[config.mk]
export PLATFORM = sky130hd
export DESIGN_NAME = pcie_cap2_aer_status_regs
export DESIGN_NICKNAME = d
export VERILOG_FILES = /design/src/rtl/cap2_aer_pkg.sv /design/src/rtl/pcie_cap2_aer_status_regs.sv
export VERILOG_INCLUDE_DIRS = /design/src /design/src/rtl
export SDC_FILE = /design/constraint.sdc
export NUM_CORES = 1
export LEC_CHECK = 0
export BUFFER_PORTS_ARGS = -buffer_cell sky130_fd_sc_hd__clkbuf_2
export CORE_MARGIN = 1
export CORE_UTILIZATION = 45
export CTS_BUF_LIST = sky130_fd_sc_hd__clkbuf_16
export DETAILED_ROUTE_END_ITERATION = 7
export PLACE_DENSITY = 0.85
export SLEW_MARGIN = 20
export SYNTH_ARGS = -nofsm -noshare
export SYNTH_HDL_FRONTEND = slang
export SYNTH_SLANG_ARGS = --single-unit
[constraint.sdc]
create_clock -name clk -period 3.1 [get_ports clk]
set_input_delay 0.62 -clock clk [delete_from_list [all_inputs] [get_ports clk]]
set_output_delay 0.62 -clock clk [all_outputs]
set_load 0.005 [all_outputs]
[src/rtl/cap2_aer_map.svh]
// register offsets, field positions and reset values of the cap2/aer bank
`ifndef CAP2_AER_MAP_SVH
`define CAP2_AER_MAP_SVH
`define ADDR_W 12
`define OFF_DEV_CTL2 12'h0e8
`define OFF_LINK_CAP2 12'h0ec
`define OFF_LINK_CTL2 12'h0f0
`define OFF_SLOT_CAP2 12'h0f4
`define OFF_SLOT_CTL2 12'h0f8
`define OFF_ERR_HDR 12'h100
`define OFF_UERR 12'h104
`define LTR_EN_BIT 10
`define OBFF_LSB 13
`define OBFF_MSB 14
`define DEV_CTL2_RST 16'h0000
`define DEV_STS2_RST 16'h0000
`define LINK_CAP2_RST 32'h0000_0000
`define SLOT_CAP2_RST 32'h0000_0000
`define SLOT_CTL2_RST 16'h0000
`define SLOT_STS2_RST 16'h0000
`define TLS_LSB 0
`define TLS_MSB 3
`define TLS_RST 4'h2
`define ENT_COMP_BIT 4
`define HW_DIS_BIT 5
`define DEEMPH_SEL_BIT 6
`define MARGIN_LSB 7
`define MARGIN_MSB 9
`define MARGIN_RST 3'h0
`define MOD_COMP_BIT 10
`define COMP_SOS_BIT 11
`define COMP_DEEMPH_BIT 12
`define CUR_DEEMPH_BIT 16
`define ERR_CAP_ID 16'h0001
`define ERR_CAP_VER 4'h1
`define ERR_NEXT_PTR 12'h140
`define UE_TRAIN 0
`define UE_DLP 4
`define UE_SDN 5
`define UE_PSN 12
`define UE_FCP 13
`define UE_CTO 14
`define UE_CA 15
`define UE_UC 16
`define UE_RXO 17
`define UE_MAL 18
`define UE_ECRC 19
`define UE_UR 20
`define UE_ACS 21
`define UERR_IMPL 32'h003f_f031
`define UERR_RST 32'h0000_0000
`endif

[src/rtl/cap2_aer_pkg.sv]
// types shared by the cap2/aer register bank and its users
package cap2_aer_pkg;
   // one-cycle error event pulses from link, transaction and flow control
   typedef struct packed {
      logic training;
      logic dl_protocol;
      logic surprise_down;
      logic poisoned;
      logic fc_protocol;
      logic cpl_timeout;
      logic cpl_abort;
      logic unexp_cpl;
      logic rx_overflow;
      logic malformed;
      logic ecrc;
      logic unsupported;
      logic acs_violation;
   } uerr_evt_t;

   // device control two settings driven to the port core
   typedef struct packed {
      logic ltr_enable;
      logic [1:0] obff_mode;
   } dev_ctl_t;

   // link control two settings driven to the link training logic
   typedef struct packed {
      logic [3:0] target_link_speed;
      logic enter_compliance;
      logic hw_speed_change_disable;
      logic deemph_select;
      logic [2:0] tx_margin;
      logic enter_modified_compliance;
      logic compliance_sos;
      logic compliance_deemph;
   } link_ctl_t;
endpackage

[src/rtl/pcie_cap2_aer_status_regs.sv]
// cap2 control/status and error reporting register bank for one port
//
// The address-and-strobe port was chosen for this implementation.
`timescale 1ns/1ps
`include "cap2_aer_map.svh"

module pcie_cap2_aer_status_regs (
   input wire logic clk,
   input wire logic srst,
   input wire logic por_rst,
   input wire logic downstream_port,
   input wire logic [11:0] addr,
   input wire logic [31:0] wdata,
   input wire logic wr_en,
   input wire logic rd_en,
   output logic [31:0] rdata,
   input wire cap2_aer_pkg::uerr_evt_t err_evt,
   input wire logic cur_deemph_level,
   output cap2_aer_pkg::dev_ctl_t dev_ctl,
   output cap2_aer_pkg::link_ctl_t link_ctl,
   output logic [31:0] uerr_flags
);

   logic ds_port_q;
   logic ltr_en_q;
   logic [1:0] obff_q;
   logic [3:0] tls_q;
   logic ent_comp_q;
   logic hw_dis_q;
   logic deemph_sel_q;
   logic [2:0] margin_q;
   logic mod_comp_q;
   logic comp_sos_q;
   logic comp_deemph_q;
   logic [31:0] uerr_q;
   logic [31:0] uerr_set;
   logic [31:0] uerr_clr;
   logic [31:0] rdata_q;
   logic [31:0] rdata_d;
   logic [15:0] dev_ctl2_rd;
   logic [15:0] link_ctl2_rd;
   logic [15:0] link_sts2_rd;
   logic wr_dev;
   logic wr_link;
   logic wr_uerr;

   // reset images as vectors so single fields can be picked out of them
   localparam logic [15:0] dev_ctl2_rst = `DEV_CTL2_RST;
   localparam logic [31:0] uerr_rst = `UERR_RST;
   localparam logic [31:0] uerr_impl = `UERR_IMPL;

   // address decode of the write strobe
   assign wr_dev = wr_en && (addr == `OFF_DEV_CTL2);
   assign wr_link = wr_en && (addr == `OFF_LINK_CTL2);
   assign wr_uerr = wr_en && (addr == `OFF_UERR);

   // port type strap is caught while the port reset is held
   // so a strap that moves later cannot unmask surprise down
   always_ff @(posedge clk) begin
      if (srst) begin
         ds_port_q <= downstream_port;
      end
   end

   always_ff @(posedge clk) begin
      if (srst) begin
         ltr_en_q <= dev_ctl2_rst[`LTR_EN_BIT];
         obff_q <= dev_ctl2_rst[`OBFF_MSB:`OBFF_LSB];
      end else if (wr_dev) begin
         ltr_en_q <= wdata[`LTR_EN_BIT];
         obff_q <= wdata[`OBFF_MSB:`OBFF_LSB];
      end
   end

   // deemphasis select set by port type
   always_ff @(posedge clk) begin
      if (srst) begin
         deemph_sel_q <= downstream_port;
      end
   end

   // non-sticky link control bit
   always_ff @(posedge clk) begin
      if (srst) begin
         hw_dis_q <= 1'b0;
      end else if (wr_link) begin
         hw_dis_q <= wdata[`HW_DIS_BIT];
      end
   end

   // sticky link fields, reset by power only
   // so target speed and margins ride through a port reset
   always_ff @(posedge clk) begin
      if (por_rst) begin
         tls_q <= `TLS_RST;
         ent_comp_q <= 1'b0;
         margin_q <= `MARGIN_RST;
         mod_comp_q <= 1'b0;
         comp_sos_q <= 1'b0;
         comp_deemph_q <= 1'b0;
      end else if (wr_link) begin
         tls_q <= wdata[`TLS_MSB:`TLS_LSB];
         ent_comp_q <= wdata[`ENT_COMP_BIT];
         margin_q <= wdata[`MARGIN_MSB:`MARGIN_LSB];
         mod_comp_q <= wdata[`MOD_COMP_BIT];
         comp_sos_q <= wdata[`COMP_SOS_BIT];
         comp_deemph_q <= wdata[`COMP_DEEMPH_BIT];
      end
   end

   // map event pulses onto flag positions
   always_comb begin
      uerr_set = 32'h0000_0000;
      uerr_set[`UE_TRAIN] = err_evt.training;
      uerr_set[`UE_DLP] = err_evt.dl_protocol;
      uerr_set[`UE_SDN] = err_evt.surprise_down & ds_port_q;
      uerr_set[`UE_PSN] = err_evt.poisoned;
      uerr_set[`UE_FCP] = err_evt.fc_protocol;
      uerr_set[`UE_CTO] = err_evt.cpl_timeout;
      uerr_set[`UE_CA] = err_evt.cpl_abort;
      uerr_set[`UE_UC] = err_evt.unexp_cpl;
      uerr_set[`UE_RXO] = err_evt.rx_overflow;
      uerr_set[`UE_MAL] = err_evt.malformed;
      uerr_set[`UE_ECRC] = err_evt.ecrc;
      uerr_set[`UE_UR] = err_evt.unsupported;
      uerr_set[`UE_ACS] = err_evt.acs_violation;
   end

   // clear mask, live only in the cycle of a write to the flag word
   assign uerr_clr = wr_uerr ? wdata : 32'h0000_0000;

   // sticky write-one-to-clear flags, set wins over clear
   generate
      for (genvar i = 0; i < 32; i++) begin : g_uerr
         if (uerr_impl[i]) begin : g_impl
            always_ff @(posedge clk) begin
               if (por_rst) begin
                  uerr_q[i] <= uerr_rst[i];
               end else begin
                  uerr_q[i] <= (uerr_q[i] & ~uerr_clr[i]) | uerr_set[i];
               end
            end
         end else begin : g_rsvd
            assign uerr_q[i] = 1'b0;
         end
      end
   endgenerate

   // read views of the mixed halfwords
   // reserved places are tied here; read-only deemph_sel_q is a flop, cur_deemph_level a live input
   assign dev_ctl2_rd = {1'b0, obff_q, 2'b00, ltr_en_q, 10'h000};
   assign link_ctl2_rd = {3'b000, comp_deemph_q, comp_sos_q, mod_comp_q,
                          margin_q, deemph_sel_q, hw_dis_q, ent_comp_q,
                          tls_q};
   assign link_sts2_rd = {15'h0000, cur_deemph_level};

   // read mux; unmapped addresses read zero
   always_comb begin
      rdata_d = 32'h0000_0000;
      case (addr)
         `OFF_DEV_CTL2: rdata_d = {`DEV_STS2_RST, dev_ctl2_rd};
         `OFF_LINK_CAP2: rdata_d = `LINK_CAP2_RST;
         `OFF_LINK_CTL2: rdata_d = {link_sts2_rd, link_ctl2_rd};
         `OFF_SLOT_CAP2: rdata_d = `SLOT_CAP2_RST;
         `OFF_SLOT_CTL2: rdata_d = {`SLOT_STS2_RST, `SLOT_CTL2_RST};
         `OFF_ERR_HDR: rdata_d = {`ERR_NEXT_PTR, `ERR_CAP_VER, `ERR_CAP_ID};
         `OFF_UERR: rdata_d = uerr_q;
         default: rdata_d = 32'h0000_0000;
      endcase
   end

   // read data stands only in the cycle after the strobe
   // zero between reads keeps a stale word from passing as an answer
   always_ff @(posedge clk) begin
      if (srst) begin
         rdata_q <= 32'h0000_0000;
      end else if (rd_en) begin
         rdata_q <= rdata_d;
      end else begin
         rdata_q <= 32'h0000_0000;
      end
   end

   // outputs from flops
   assign rdata = rdata_q;
   assign uerr_flags = uerr_q;
   assign dev_ctl.ltr_enable = ltr_en_q;
   assign dev_ctl.obff_mode = obff_q;
   assign link_ctl.target_link_speed = tls_q;
   assign link_ctl.enter_compliance = ent_comp_q;
   assign link_ctl.hw_speed_change_disable = hw_dis_q;
   assign link_ctl.deemph_select = deemph_sel_q;
   assign link_ctl.tx_margin = margin_q;
   assign link_ctl.enter_modified_compliance = mod_comp_q;
   assign link_ctl.compliance_sos = comp_sos_q;
   assign link_ctl.compliance_deemph = comp_deemph_q;

   // helper: flags that fell without a matching write-one
   logic [31:0] uerr_prev_q;
   logic [31:0] uerr_clr_prev_q;
   always_ff @(posedge clk) begin
      uerr_prev_q <= uerr_q;
      uerr_clr_prev_q <= uerr_clr;
   end

   // a set flag holds until its own write-one arrives
   generate
      for (genvar j = 0; j < 32; j++) begin : g_hold
         if (uerr_impl[j]) begin : g_chk

         end
      end
   endgenerate
endmodule

==> impl_results.md <==
- Syn Area/Cell: 10.1 sq um
- Commonest non-fill, non-tap cells in the layout: clkbuf_2 (105), dfxtp_1 (51), conb_1 (27), nor2_1 (26), inv_1 (15)
- Sw Ratio: 20.7%
- Final hold vios: 0
- HPWL Detailed: 3.91 mm
- WL per Instance: 12.6 um
- CP Buf/Inv Count: 2
- Ys Warns: 0
- Fin Setup TNS: 0 ns
- PortBufs: 105
- Max_cap viols: 0
- Clk sinks: 52
- Vias in the first global route: 1660
- CTS clk-pin slew, worst paths: 0.06 ns
- Die area: 5180 sq um
- RePlAce Congestion: 0.869
- Crit path capture type: flip-flop
- HP Start: uerr_flags[18]$_SDFF_PP0_
- DIE WIDTH: 72.0 um
- Worst-path cell chain: clkbuf_2 -> or4_4 -> and4bb_2 -> and3_1 -> buf_4 -> a311oi_1
- Synthesized area: 2200 sq um
- Most common cell after layout, fill and taps aside: clkbuf_2
- Startpoint types: input pin
- Final clock skew: 0.00372 ns
- RR Startpoint: deemph_sel_q$_DFFE_PP_
- First-pass GRT wire length: 7.74 mm
- Worst-Margin Slew: 0.699 ns
- EDFF count, synth: 1
- Tmin final: 2.25 ns
- Post-synth top area cell: dfxtp_1
- CTS tree: built
- WHS: 0.484 ns
- WL final: 4.91 mm
- Via count: 1822
- Post-CTS setup buffer count: 0
- Slowest stage cell, crit path: or4_4
- I/O pin count: 144
- Drt pass-1 iters: 4
- Nets@finish: 384
- Area share of the largest cell type after synthesis: 46.3%
- H-Tree Depth: 2
- CP max stage delay: 0.59 ns
- Hold endpoint: rdata[18]$_SDFF_PP0_
- Hold Path Cell Cnt: 1
- Post-route DRC: 0
- Final Max Slew Viols: 0
- Static Leak: 1.35 nW
- Grt total ovfl: 0
- Worst Path Arrival: 2.39 ns
- Hold WC Path Type: flip-flop to flip-flop
- Via-per-instance ratio: 4.70
- Layout area overhead: 27.3%
- Worst r2r path cells: 2
- Die height: 72.0 um
- Worst EP required: 3.24 ns
- FMAX: 0.444 GHz
- Hold Buf Count CTS: 0
- Power share of the clock group: 43.0%
- Top_reg_cell synth: dfxtp_1
- N_diodes: 0
- Seq cells post-synth: 52
- Combinational share of power: 7.3%
- FF-to-FF End: uerr_flags[5]$_SDFF_PP0_
- Initial core utilization: 46.6%
- Slew HR: 53.0%
- Synth area leaders: dfxtp_1 (46%), buf_4 (13%), mux2i_1 (6.4%)
- CTS Buf Count: 5
- Crit. path cell count: 6
- CTS max path bufs: 2
- Root Driver: clkbuf_16
- Final Setup Violations: 0
- Status: finished clean
- Antenna viol nets, final: 0
- Fraction of registers with async set/reset: 0%
- Crit path max-delay family: simple AND/OR/NAND/NOR gates
- Clock Latency Late Sink: 0.28 ns
- Core area: 4720 sq um
- Seq/Total Area, Yosys: 47.7%
- Max VDD drop: 0.000284 V
- Post-Syn Instances: 219
- Final Cycle Share: 72.7%
- Max Fanout on Critical Path: 8
- Total GRT Usage: 19.4%
- NetSw: 0.289 mW
- Power density over the cells: 497 nW/um^2
- Pin count of the biggest net entering global routing: 25
- RSZ-0062 raised after global routing: no
- Yosys cell types: 32
- Register share of total power: 49.7%
- Reg-to-reg slack, setup: 2.28 ns
- Layout cell share with drive strength beyond 1: 38.3%
- Site Rows: 25
- Initial DRC count: 54
- Post-cts sizing count: 0
- Internal power: 1.11 mW
- Initial antenna violation count: 0
- Critical path type: input pin to flip-flop
## per-stage QoR
stage | worst slack (ns) | cell area [sq um] | total power, mW | utilization [%] | std cells
after floorplan | 0.952 | 2300 | 0.771 | - | 245
after global placement | 0.583 | 2640 | 0.807 | 55.9 | 380
after detailed placement | 0.512 | 2640 | 0.811 | 55.9 | 380
after CTS | 0.819 | 2800 | 1.41 | 59.4 | 388
after global routing | 0.759 | 2800 | 1.45 | 59.4 | 388
final | 0.845 | 2800 | 1.39 | 59.4 | 388
## cell usage after synthesis (2+ instances only)
library cell / count
and2_1: 14
nor4_4: 2
and4bb_2: 2
nor2_1: 26
buf_4: 37
a311oi_1: 13
nand2_1: 3
mux2i_1: 14
nor2b_1: 3
a22o_1: 3
clkbuf_1: 2
dfxtp_1: 51
nand4b_1: 2
nand3_1: 9
inv_1: 14
o21ai_0: 2
a21oi_1: 6
nor3b_4: 2
## power groups by stage
stage	clock network (mW)	registers (mW)	logic [mW]
finish	0.600	0.694	0.101
global route	0.642	0.695	0.113
CTS	0.612	0.694	0.102
detailed placement	0	0.709	0.101
global placement	0	0.708	0.0985
floorplan	0	0.708	0.0630
## layer usage
metal / GRT usage [%] / vias up / part of all wire [%]
li1: - / 894 / -
met1: 24.5 / 842 / 43
met2: 33.9 / 82 / 50
met3: 4.44 / 4 / 6.0
met4: 4.58 / 0 / 0.79
met5: 0 / - / 0
## cell families after synthesis
group | synth area share (%)
mux | 6.36
flops | 47.7
xor+xnor | 0.398
other cells | 0.170
compound gates | 8.92
buf+inv | 15.3
simple gates | 21.1
## registers in the layout, summed over array words and instances (netlist names), 2 cells and up
register	cells
obff_q	2
rdata	23
tls_q	4
margin_q	3
uerr_flags	13
## worst register-to-register path: stages (launching register included)
cell and delay [ns]:
edfxtp_1 0.41, a21oi_1 0.09, a311oi_1 0.23
## worst max-delay path by stage
stage                     startpoint                         to  slack [ns]
final                        addr[0]  uerr_flags[19]$_SDFF_PP0_        0.85
after floorplan              addr[0]   uerr_flags[0]$_SDFF_PP0_        0.95
after detailed placement     addr[0]  uerr_flags[19]$_SDFF_PP0_        0.51
after global routing         addr[0]  uerr_flags[14]$_SDFF_PP0_        0.76
after global placement       addr[0]  uerr_flags[20]$_SDFF_PP0_        0.58
after CTS                    addr[0]  uerr_flags[19]$_SDFF_PP0_        0.82
## final cells by class
class	instances	area [sq um]
well taps	67	83.8
clock buffers	5	125
multi-input cells	140	912
flip-flops and latches	52	1050
repair buffers	107	541
clock inverters	3	38.8
inverters	14	52.6
fillers	439	1920
Note: power is estimated with default switching activity, not from simulation.
